[src/design/ocd_pkg.sv]
// Purpose: Shared constants and types for the opcode decode part
// Assumes: 8-bit opcodes, one core clock
// Notes:   Cycle counts are whole instruction cycles as the core counts them
package ocd_pkg;

   // Opcode high nibbles for the mode groups
   localparam logic [3:0] HI_BIT_BRANCH = 4'h0;
   localparam logic [3:0] HI_BIT_SETCLR = 4'h1;
   localparam logic [3:0] HI_RMW_DIR    = 4'h3;
   localparam logic [3:0] HI_RMW_ACC    = 4'h4;
   localparam logic [3:0] HI_RMW_IDX    = 4'h5;
   localparam logic [3:0] HI_RMW_IX1    = 4'h6;
   localparam logic [3:0] HI_RMW_IX0    = 4'h7;

   // Read/modify/write low nibbles
   localparam logic [3:0] LO_NEG = 4'h0;
   localparam logic [3:0] LO_MUL = 4'h2;
   localparam logic [3:0] LO_COM = 4'h3;
   localparam logic [3:0] LO_LSR = 4'h4;
   localparam logic [3:0] LO_ROR = 4'h6;
   localparam logic [3:0] LO_ASR = 4'h7;
   localparam logic [3:0] LO_LSL = 4'h8;
   localparam logic [3:0] LO_ROL = 4'h9;
   localparam logic [3:0] LO_DEC = 4'hA;
   localparam logic [3:0] LO_INC = 4'hC;
   localparam logic [3:0] LO_TST = 4'hD;
   localparam logic [3:0] LO_CLR = 4'hF;

   // Control opcodes
   localparam logic [7:0] OP_RTI  = 8'h80;
   localparam logic [7:0] OP_RTS  = 8'h81;
   localparam logic [7:0] OP_SWI  = 8'h83;
   localparam logic [7:0] OP_STOP = 8'h8E;
   localparam logic [7:0] OP_WAIT = 8'h8F;
   localparam logic [7:0] OP_TAX  = 8'h97;
   localparam logic [7:0] OP_CLC  = 8'h98;
   localparam logic [7:0] OP_SEC  = 8'h99;
   localparam logic [7:0] OP_CLI  = 8'h9A;
   localparam logic [7:0] OP_SEI  = 8'h9B;
   localparam logic [7:0] OP_RSP  = 8'h9C;
   localparam logic [7:0] OP_NOP  = 8'h9D;
   localparam logic [7:0] OP_TXA  = 8'h9F;
   localparam logic [7:0] OP_MUL  = 8'h42;

   // Cycle counts
   localparam logic [3:0] CYC_BTB     = 4'h5;
   localparam logic [3:0] CYC_BSC     = 4'h5;
   localparam logic [3:0] CYC_RMW_INH = 4'h3;
   localparam logic [3:0] CYC_RMW_DIR = 4'h5;
   localparam logic [3:0] CYC_RMW_IX0 = 4'h5;
   localparam logic [3:0] CYC_RMW_IX1 = 4'h6;
   localparam logic [3:0] CYC_MUL     = 4'hB;
   localparam logic [3:0] CYC_CTRL    = 4'h2;
   localparam logic [3:0] CYC_SWI     = 4'hA;
   localparam logic [3:0] CYC_RTS     = 4'h6;
   localparam logic [3:0] CYC_RTI     = 4'h9;

   // Byte lengths
   localparam logic [1:0] LEN_1 = 2'h1;
   localparam logic [1:0] LEN_2 = 2'h2;
   localparam logic [1:0] LEN_3 = 2'h3;

   // Decoded operation
   typedef enum logic [4:0] {
      OCD_NONE, OCD_BRANCH_IF_BIT_SET_BIT, OCD_BRANCH_IF_BIT_CLEAR_BIT, OCD_SETBIT, OCD_CLRBIT,
      OCD_NEG, OCD_COM, OCD_LSR, OCD_ROR, OCD_ASR, OCD_LSL, OCD_ROL,
      OCD_DEC, OCD_INC, OCD_TST, OCD_CLR, OCD_MUL, OCD_TAX, OCD_TXA,
      OCD_SEC, OCD_CLC, OCD_SEI, OCD_CLI, OCD_SWI, OCD_RTS, OCD_RTI,
      OCD_RSP, OCD_NOP, OCD_STOP, OCD_WAIT
   } ocd_op_t;

   // Addressing mode
   typedef enum logic [2:0] {
      OCD_M_INH_A, OCD_M_INH_X, OCD_M_INH, OCD_M_DIR, OCD_M_IX0, OCD_M_IX1,
      OCD_M_BSC, OCD_M_BTB
   } ocd_mode_t;

   // Decode result carried to the sequencer
   typedef struct packed {
      ocd_op_t   op;
      ocd_mode_t mode;
      logic [2:0] bit_sel;
      logic [1:0] length;
      logic [3:0] cycles;
      logic       illegal;
   } ocd_dec_t;

   // Flags H I N Z C
   typedef struct packed {
      logic h;
      logic i;
      logic n;
      logic z;
      logic c;
   } ocd_ccr_t;

   // Flag update inputs from the datapath
   typedef struct packed {
      logic [7:0] result;
      logic       carry;
      logic       half;
      logic       tested_bit;
      logic       is_add;
   } ocd_alu_t;

   localparam ocd_ccr_t CCR_RESET = 5'h08;

endpackage : ocd_pkg

[src/design/ocd_decode.sv]
// Purpose: Opcode decode, length, cycle count and flag update
// Assumes: Opcode presented by the fetch logic on the core clock
// Notes:   Unoccupied opcodes decode as a two-cycle no-operation
`timescale 1ns/1ps
`default_nettype none

// Behaviour
// - bit branch opcodes 2n/01+2n, 3 bytes, 5
// - bit set 10+2n, clear 11+2n, 2 bytes
// - accumulator/index RMW forms, one byte, 3 cycles
// - RMW memory forms direct, indexed, offset lengths
// - low nibble selects the RMW operation
// - memory-form test skips write-back, one cycle shorter
// - transfers and carry controls, two cycles
// - mask set/clear two cycles, clear zeroes mask
// - software trap ten, subroutine return six cycles
// - interrupt return nine cycles, reloads all flags
// - half carry changes only on add forms, MUL (cleared) and RTI (reloaded)
// - bit branch copies tested bit into carry
// - clear gives N=0 Z=1; NEG sets NZC, INC/DEC set NZ only
module ocd_decode (
   // Clock and reset
   input  wire logic              clock,
   input  wire logic              rstn,
   // Opcode from fetch
   input  wire logic [7:0]        opcode,
   input  wire logic              opcode_valid,
   // Datapath results for the instruction completing
   input  wire logic              exec_done,
   input  wire ocd_pkg::ocd_alu_t alu,
   input  wire ocd_pkg::ocd_ccr_t stacked_ccr,
   // Decode and flags out
   output logic                   dec_valid,
   output ocd_pkg::ocd_dec_t      dec,
   output ocd_pkg::ocd_ccr_t      condition_code_register
);
   import ocd_pkg::*;

   typedef struct packed {
      ocd_dec_t dec;
      logic     valid;
      ocd_ccr_t condition_code_register;
   } ocd_state_t;

   ocd_state_t st_q;
   ocd_state_t st_d;

   // RMW operation from the low nibble; NONE for holes
   function automatic ocd_op_t rmw_op(input logic [3:0] lo);
      case (lo)
         LO_NEG:  rmw_op = OCD_NEG;
         LO_COM:  rmw_op = OCD_COM;
         LO_LSR:  rmw_op = OCD_LSR;
         LO_ROR:  rmw_op = OCD_ROR;
         LO_ASR:  rmw_op = OCD_ASR;
         LO_LSL:  rmw_op = OCD_LSL;
         LO_ROL:  rmw_op = OCD_ROL;
         LO_DEC:  rmw_op = OCD_DEC;
         LO_INC:  rmw_op = OCD_INC;
         LO_TST:  rmw_op = OCD_TST;
         LO_CLR:  rmw_op = OCD_CLR;
         default: rmw_op = OCD_NONE;
      endcase
   endfunction : rmw_op

   // Pure opcode decode
   function automatic ocd_dec_t decode(input logic [7:0] o);
      ocd_dec_t r;
      r.op      = OCD_NOP;
      r.mode    = OCD_M_INH;
      r.bit_sel = o[3:1];
      r.length  = LEN_1;
      r.cycles  = CYC_CTRL;
      r.illegal = 1'b0;
      case (o[7:4])
         HI_BIT_BRANCH: begin
            r.op     = o[0] ? OCD_BRANCH_IF_BIT_CLEAR_BIT : OCD_BRANCH_IF_BIT_SET_BIT;
            r.mode   = OCD_M_BTB;
            r.length = LEN_3;
            r.cycles = CYC_BTB;
         end
         HI_BIT_SETCLR: begin
            r.op     = o[0] ? OCD_CLRBIT : OCD_SETBIT;
            r.mode   = OCD_M_BSC;
            r.length = LEN_2;
            r.cycles = CYC_BSC;
         end
         HI_RMW_DIR, HI_RMW_ACC, HI_RMW_IDX, HI_RMW_IX1, HI_RMW_IX0: begin
            r.op = rmw_op(o[3:0]);
            case (o[7:4])
               HI_RMW_ACC: begin
                  r.mode = OCD_M_INH_A;
                  r.cycles = CYC_RMW_INH;
               end
               HI_RMW_IDX: begin
                  r.mode = OCD_M_INH_X;
                  r.cycles = CYC_RMW_INH;
               end
               HI_RMW_DIR: begin
                  r.mode = OCD_M_DIR;
                  r.length = LEN_2;
                  r.cycles = CYC_RMW_DIR;
               end
               HI_RMW_IX0: begin
                  r.mode = OCD_M_IX0;
                  r.cycles = CYC_RMW_IX0;
               end
               default: begin
                  r.mode = OCD_M_IX1;
                  r.length = LEN_2;
                  r.cycles = CYC_RMW_IX1;
               end
            endcase
            // Test only reads memory, so the write-back cycle drops out
            if (r.op == OCD_TST && o[7:4] != HI_RMW_ACC && o[7:4] != HI_RMW_IDX)
               r.cycles = r.cycles - 4'h1;
            if (o == OP_MUL) begin
               r.op = OCD_MUL;
               r.mode = OCD_M_INH;
               r.cycles = CYC_MUL;
            end
            if (r.op == OCD_NONE) begin
               r.op = OCD_NOP;
               r.mode = OCD_M_INH;
               r.length = LEN_1;
               r.cycles = CYC_CTRL;
               r.illegal = 1'b1;
            end
         end
         default: begin
            case (o)
               OP_TAX:  r.op = OCD_TAX;
               OP_TXA:  r.op = OCD_TXA;
               OP_SEC:  r.op = OCD_SEC;
               OP_CLC:  r.op = OCD_CLC;
               OP_SEI:  r.op = OCD_SEI;
               OP_CLI:  r.op = OCD_CLI;
               OP_RSP:  r.op = OCD_RSP;
               OP_NOP:  r.op = OCD_NOP;
               OP_STOP: r.op = OCD_STOP;
               OP_WAIT: r.op = OCD_WAIT;
               OP_SWI: begin
                  r.op = OCD_SWI;
                  r.cycles = CYC_SWI;
               end
               OP_RTS: begin
                  r.op = OCD_RTS;
                  r.cycles = CYC_RTS;
               end
               OP_RTI: begin
                  r.op = OCD_RTI;
                  r.cycles = CYC_RTI;
               end
               default: r.illegal = 1'b1;
            endcase
         end
      endcase
      return r;
   endfunction : decode

   // Next state: register the decode, then apply flags on completion
   always_comb begin
      ocd_ccr_t c;
      ocd_op_t  op;
      c = st_q.condition_code_register;
      op = st_q.dec.op;
      st_d = st_q;
      st_d.valid = opcode_valid;
      if (opcode_valid)
         st_d.dec = decode(opcode);
      // Half carry follows add forms with or without a decode; below, MUL clears it and RTI reloads it
      if (exec_done && alu.is_add)
         c.h = alu.half;
      if (exec_done && st_q.valid) begin
         case (op)
            OCD_BRANCH_IF_BIT_SET_BIT, OCD_BRANCH_IF_BIT_CLEAR_BIT: c.c = alu.tested_bit;
            OCD_CLR: begin
               c.n = 1'b0;
               c.z = 1'b1;
            end
            OCD_NEG, OCD_ROR, OCD_ASR, OCD_LSL, OCD_ROL: begin
               c.n = alu.result[7];
               c.z = (alu.result == 8'h00);
               c.c = alu.carry;
            end
            OCD_LSR: begin
               c.n = 1'b0;
               c.z = (alu.result == 8'h00);
               c.c = alu.carry;
            end
            OCD_COM: begin
               c.n = alu.result[7];
               c.z = (alu.result == 8'h00);
               c.c = 1'b1;
            end
            OCD_DEC, OCD_INC, OCD_TST: begin
               c.n = alu.result[7];
               c.z = (alu.result == 8'h00);
            end
            OCD_MUL: begin
               c.h = 1'b0;
               c.c = 1'b0;
            end
            OCD_SEC:  c.c = 1'b1;
            OCD_CLC:  c.c = 1'b0;
            OCD_SEI, OCD_SWI: c.i = 1'b1;
            OCD_CLI, OCD_STOP, OCD_WAIT: c.i = 1'b0;
            OCD_RTI:  c = stacked_ccr;
            default:  c = c;
         endcase
      end
      st_d.condition_code_register = c;
   end

   // State register
   always_ff @(posedge clock or negedge rstn) begin
      if (!rstn) begin
         st_q <= '0;
         st_q.condition_code_register <= CCR_RESET;
      end else begin
         st_q <= st_d;
      end
   end

   assign dec_valid = st_q.valid;
   assign dec = st_q.dec;
   assign condition_code_register = st_q.condition_code_register;

   // Bit branch decode lasts five cycles and three bytes
   a_btb_timing: assert property (@(posedge clock) disable iff (!rstn)
      opcode_valid && opcode[7:4] == 4'h0 |=> dec.cycles == 4'h5 && dec.length == 2'h3
      && dec.bit_sel == $past(opcode[3:1])) else $error("bit branch decode wrong");
   a_bsc_timing: assert property (@(posedge clock) disable iff (!rstn)
      opcode_valid && opcode[7:4] == 4'h1 |=> dec.cycles == 4'h5 && dec.length == 2'h2
      && (dec.op == OCD_CLRBIT) == $past(opcode[0])) else $error("bit set/clear decode wrong");
   a_rmw_inh: assert property (@(posedge clock) disable iff (!rstn)
      opcode_valid && (opcode == 8'h49 || opcode == 8'h59) |=> dec.op == OCD_ROL
      && dec.cycles == 4'h3 && dec.length == 2'h1) else $error("inherent rmw wrong");
   a_rmw_ix1: assert property (@(posedge clock) disable iff (!rstn)
      opcode_valid && opcode == 8'h66 |=> dec.op == OCD_ROR && dec.cycles == 4'h6
      && dec.length == 2'h2) else $error("offset rmw wrong");
   a_tst_short: assert property (@(posedge clock) disable iff (!rstn)
      opcode_valid && opcode == 8'h3D |=> dec.cycles == 4'h4) else $error("test cycles wrong");
   a_mul_cyc: assert property (@(posedge clock) disable iff (!rstn)
      opcode_valid && opcode == 8'h42 |=> dec.cycles == 4'hB && dec.op == OCD_MUL)
      else $error("multiply decode wrong");
   a_swi_cyc: assert property (@(posedge clock) disable iff (!rstn)
      opcode_valid && opcode == 8'h83 |=> dec.cycles == 4'hA) else $error("trap cycles wrong");
   a_rti_cyc: assert property (@(posedge clock) disable iff (!rstn)
      opcode_valid && opcode == 8'h80 |=> dec.cycles == 4'h9) else $error("rti cycles wrong");
   a_cli_mask: assert property (@(posedge clock) disable iff (!rstn)
      exec_done && dec_valid && dec.op == OCD_CLI |=> !condition_code_register.i) else $error("mask not cleared");
   a_clr_flags: assert property (@(posedge clock) disable iff (!rstn)
      exec_done && dec_valid && dec.op == OCD_CLR |=> !condition_code_register.n && condition_code_register.z) else $error("clear flags");
   a_half_hold: assert property (@(posedge clock) disable iff (!rstn)
      !exec_done || (!alu.is_add && dec.op != OCD_MUL && dec.op != OCD_RTI) |=> $stable(condition_code_register.h))
      else $error("half carry moved");
   a_hole_nop: assert property (@(posedge clock) disable iff (!rstn)
      opcode_valid && opcode == 8'h45 |=> dec.op == OCD_NOP && dec.illegal)
      else $error("hole not nop");

endmodule : ocd_decode
`default_nettype wire

[config.mk]
export PLATFORM = sky130hd
export DESIGN_NAME = ocd_decode
export DESIGN_NICKNAME = d
export VERILOG_FILES = /design/src/design/ocd_pkg.sv /design/src/design/ocd_decode.sv
export SDC_FILE = /design/constraint.sdc
export NUM_CORES = 1
export LEC_CHECK = 0
export ABC_AREA = 1
export BUFFER_PORTS_ARGS = -buffer_cell sky130_fd_sc_hd__clkbuf_2
export CAP_MARGIN = 20
export CORE_ASPECT_RATIO = 1.5
export CORE_MARGIN = 2
export CORE_UTILIZATION = 35
export CTS_CLUSTER_DIAMETER = 120
export DETAILED_ROUTE_END_ITERATION = 10
export SYNTH_ARGS = -nofsm -noshare
export SYNTH_HDL_FRONTEND = slang
export SYNTH_SLANG_ARGS = --single-unit
[constraint.sdc]
create_clock -name clock -period 1.6 [get_ports clock]
set_input_delay 0.08 -clock clock [delete_from_list [all_inputs] [get_ports clock]]
set_output_delay 0.08 -clock clock [all_outputs]
set_load 0.005 [all_outputs]
==> results.rst <==
.. list-table::
   :header-rows: 1

   * - Metric
     - Value
   * - Result of the run
     - finished clean
   * - Number of buffers inserted by post-CTS setup repair
     - 0
   * - Post-Syn Nets
     - 366
   * - Depth of the most critical reg-to-reg path
     - 11
   * - Clock tree buffer depth
     - 2
   * - Highest Signal Layer
     - met4
   * - Hold Crit Class
     - in2reg
   * - Count of input and output buffers
     - 52
   * - Layout Cells excl Fill
     - between 400 and 500
   * - Yosys synthesis warning count
     - 0
   * - Total iterations of the first detailed-routing run
     - 4
   * - Mean post-synth cell area
     - between 6 and 7 µm²
   * - Core area
     - 0.00574 mm²
   * - Detail Placement HPWL
     - between 4000 and 5000 µm
   * - Kind of launch point of the worst setup path
     - flip-flop
   * - Combinational cell fraction of total power
     - ~33%
   * - M1 WL
     - roughly 2200 µm
   * - Setup slack on the worst flop-to-flop path
     - 0.17 ns
   * - Critical Path Source
     - dec[13]$_DFFE_PN0P_
   * - Setup crit end
     - condition_code_register[0]$_DFFE_PN0P_
   * - Total of flip-flops plus latches after synthesis
     - 24
   * - Post-layout min period
     - roughly 1.4 ns
   * - Clock slew at the register clock pins of the worst setup and hold paths
     - ~0.090 ns
   * - Number of antenna violations at the first check in global routing
     - 0
   * - Synthesis-to-layout area growth
     - 23.5%
   * - Wire length of the first global-routing pass
     - 9400 µm
   * - Final number of setup-violating endpoints
     - 0
   * - Seq pwr share
     - between 40% and 50%
   * - Via total after detailed routing
     - roughly 2300
   * - Number of top-level pins
     - 53
   * - Most common flop cell mapped by yosys
     - sky130_fd_sc_hd__dfrtp_1
   * - Starting utilization of the core area
     - between 30% and 40%
   * - Maximum level of the CTS H-tree
     - 1
   * - Number of global-route vias before repair
     - 2143
   * - Metal3 WL
     - around 230 µm
   * - Die area
     - between 0.006 and 0.007 mm²
   * - Worst-margin pin slew
     - between 0.5 and 0.6 ns
   * - Total wirelength of the detailed-routed design
     - 5690 µm
   * - Drc violations
     - 0
   * - Root Buffer Master
     - sky130_fd_sc_hd__clkbuf_8
   * - Clk_lat worst skew
     - approximately 0.27 ns
   * - Routed length on met2
     - 2910 µm
   * - Critical Path Fanout Max
     - 6
   * - Number of DRC markers after the initial detailed-route iteration
     - between 100 and 150
   * - Critical Path Sink Type
     - flip-flop
   * - Most frequent cells after synthesis
     - 99 x sky130_fd_sc_hd__nand2_1, 65 x sky130_fd_sc_hd__nor2_1, 28 x sky130_fd_sc_hd__nand3_1, 23 x sky130_fd_sc_hd__dfrtp_1, 23 x sky130_fd_sc_hd__inv_1
   * - Total clock sinks
     - 24
   * - Die span in y
     - between 90 and 100 µm
   * - Top cell type's share of synthesized area
     - 28.0%
   * - Final-report hold violation count
     - 0
   * - Net Sw Frac
     - between 30 and 40%
   * - Share of total power in the clock network
     - between 20% and 30%
   * - Combined area of all synthesized cells
     - a little over 0.002 mm²
   * - Highest-delay cell along the critical path
     - sky130_fd_sc_hd__dfrtp_2
   * - Beginning of the worst register-to-register path
     - dec[13]$_DFFE_PN0P_
   * - Net total in the final layout
     - between 400 and 500
   * - Share of synthesized registers carrying an async set or reset
     - between 90% and 100%
   * - Final count of pins violating max slew
     - 0
   * - Num CTS Buffers
     - 3
   * - Fraction of final layout cells with drive strength greater than 1
     - around a quarter
   * - CP Class
     - reg2reg
   * - Instance count of the mapped netlist
     - 331
   * - Req. time, crit path
     - ~1.8 ns
   * - Peak supply drop
     - about 0.00034 V
   * - GRT Resource Usage Total
     - 18.4%
   * - Number of different library cells in the post-synthesis netlist
     - 38
   * - Cell with the most instances after synthesis
     - sky130_fd_sc_hd__nand2_1
   * - Cell repeated most along the worst path
     - sky130_fd_sc_hd__nand2_1
   * - Share of synthesized area occupied by flip-flops and latches
     - approximately 30%
   * - Upper clock frequency limit
     - 0.697 GHz
   * - Cell Rows
     - 34
   * - Post-detailed-route via-to-cell ratio
     - 4.92
   * - Startpoint of the most critical hold path
     - stacked_ccr[4]
   * - Placer's final routability congestion estimate
     - roughly 1
   * - Worst-path cell chain
     - nand2_1, nor3_1, nand2_1, nand2_1, inv_2, nand2_1, nor2_1, nand2_1, nand2_1, nand2_1, o21ai_1
   * - Synth area leaders
     - sky130_fd_sc_hd__dfrtp_1 28%, sky130_fd_sc_hd__nand2_1 18%, sky130_fd_sc_hd__nor2_1 12%
   * - Leakage Power
     - roughly 1.3 nW
   * - Hold Path Stages
     - 2
   * - Slew margin rel.
     - approximately three fifths
   * - Detail-routed net length per standard cell
     - around 12 µm
   * - Placed Instances
     - between 400 and 500
   * - Fill cells
     - between 600 and 700
   * - Maximum single-stage delay on the critical path
     - about 0.42 ns
   * - Remaining global-route overflow
     - 0
   * - Power density over cell area
     - approximately 780 mW/mm²
   * - Dominant cell type by area after synthesis
     - sky130_fd_sc_hd__dfrtp_1
   * - Clock skew
     - 0.00325 ns
   * - Maximum number of pins on one net before global-route repair
     - 25
   * - Net Switching
     - ~0.66 mW
   * - Post-route ant nets
     - 0
   * - Final hold slack
     - 0.0795 ns
   * - Internal power summed over all cells
     - ~1.3 mW
   * - Share of the cycle needed by the critical path after routing
     - around 90%
   * - Max-cap violations
     - 0
   * - Number of antenna cells inserted
     - 0
   * - Die width
     - approximately 67 µm
   * - R2R Path End
     - condition_code_register[0]$_DFFE_PN0P_
   * - Number of enable flip-flop cells after synthesis
     - 0
   * - Clock tree from TritonCTS
     - done
   * - Endpoint arrival time on the critical path
     - 1.60 ns
-- per-layer routing --
layer	global-route usage, %	vias to the layer above
li1	-	1197
met1	20.3	997
met2	32.8	70
met3	1.50	20
met4	11.6	0
met5	0	-
-- placed cells by master, fill, tap and decap left out, types with 7 or more instances in the layout --
cell type and instances:
sky130_fd_sc_hd__buf_4 10, sky130_fd_sc_hd__nand2_1 99, sky130_fd_sc_hd__inv_1 22, sky130_fd_sc_hd__inv_2 7
sky130_fd_sc_hd__a21oi_1 14, sky130_fd_sc_hd__nand3_1 28, sky130_fd_sc_hd__o21ai_0 7, sky130_fd_sc_hd__dfrtp_1 20
sky130_fd_sc_hd__nor2_1 63, sky130_fd_sc_hd__clkbuf_2 52
-- kinds of logic after synthesis --
family,after synthesis,synth area share [%]
AOI/OAI and AO/OA,41,12.0
adders and majority gates,6,3.65
buffers and inverters,37,7.42
DFF,24,29.3
muxes,1,0.547
and+or+nand+nor,222,47.1
-- metrics by stage --
step           power (mW)  util (%)  worst slack, ns  area [µm²]  TNS [ns]
3_3_place_gp         1.45      42.6          0.00985        2450         0
6_report             1.98      44.2            0.166        2540         0
2_1_floorplan        1.18         -            0.218        2060         0
4_1_cts              2.00      44.0          0.00787        2530         0
3_5_place_dp         1.46      42.6          0.00217        2450         0
5_1_grt              2.13      44.2         -0.00662        2540  -0.00662
-- critical path: cells and delay by family, from the launching register on --
kind | cells | cell delay (ns)
AOI/OAI and AO/OA | 1 | 0.05
buffers and inverters | 1 | 0.05
and+or+nand+nor | 9 | 0.81
DFF | 1 | 0.42
-- area by class of cell --
class | count | area [µm²] | area share, %
clock buffer | 3 | 41.3 | 1.62
clock inverter | 1 | 30.0 | 1.18
inverter | 31 | 118 | 4.63
multi-input combinational | 270 | 1310 | 51.6
sequential | 24 | 606 | 23.8
tap | 72 | 90.1 | 3.55
timing repair buffer | 63 | 345 | 13.6
-- repair_timing --
| action | 4_1_cts | 5_1_grt |
|---|---|---|
| gates resized for setup | 0 | 7 |
| hold buffers | 1 | 0 |
| hold endpoints to repair | 23 | 0 |
| endpoints found under the setup margin | 0 | 3 |
-- registers in the layout (all words and copies together) (netlist names) --
register,flops
dec_valid,1
condition_code_register,5
dec,18
-- power groups by stage --
stage	Clock (mW)	Sequential [mW]	Combinational, mW
3_5_place_dp	0	0.804	0.654
6_report	0.534	0.796	0.652
2_1_floorplan	0	0.805	0.371
5_1_grt	0.579	0.810	0.745
3_3_place_gp	0	0.798	0.649
4_1_cts	0.547	0.793	0.657
-- worst min-delay path by stage --
stage	slack, ns	to
2_1_floorplan	-0.22	condition_code_register[0]$_DFFE_PN0P_
3_3_place_gp	0.12	dec[12]$_DFFE_PN0P_
3_5_place_dp	0.11	condition_code_register[4]$_DFF_PN0_
4_1_cts	0.07	condition_code_register[4]$_DFF_PN0_
5_1_grt	0.07	condition_code_register[4]$_DFF_PN0_
6_report	0.08	condition_code_register[4]$_DFF_PN0_
(Power assumes the default switching activity.)
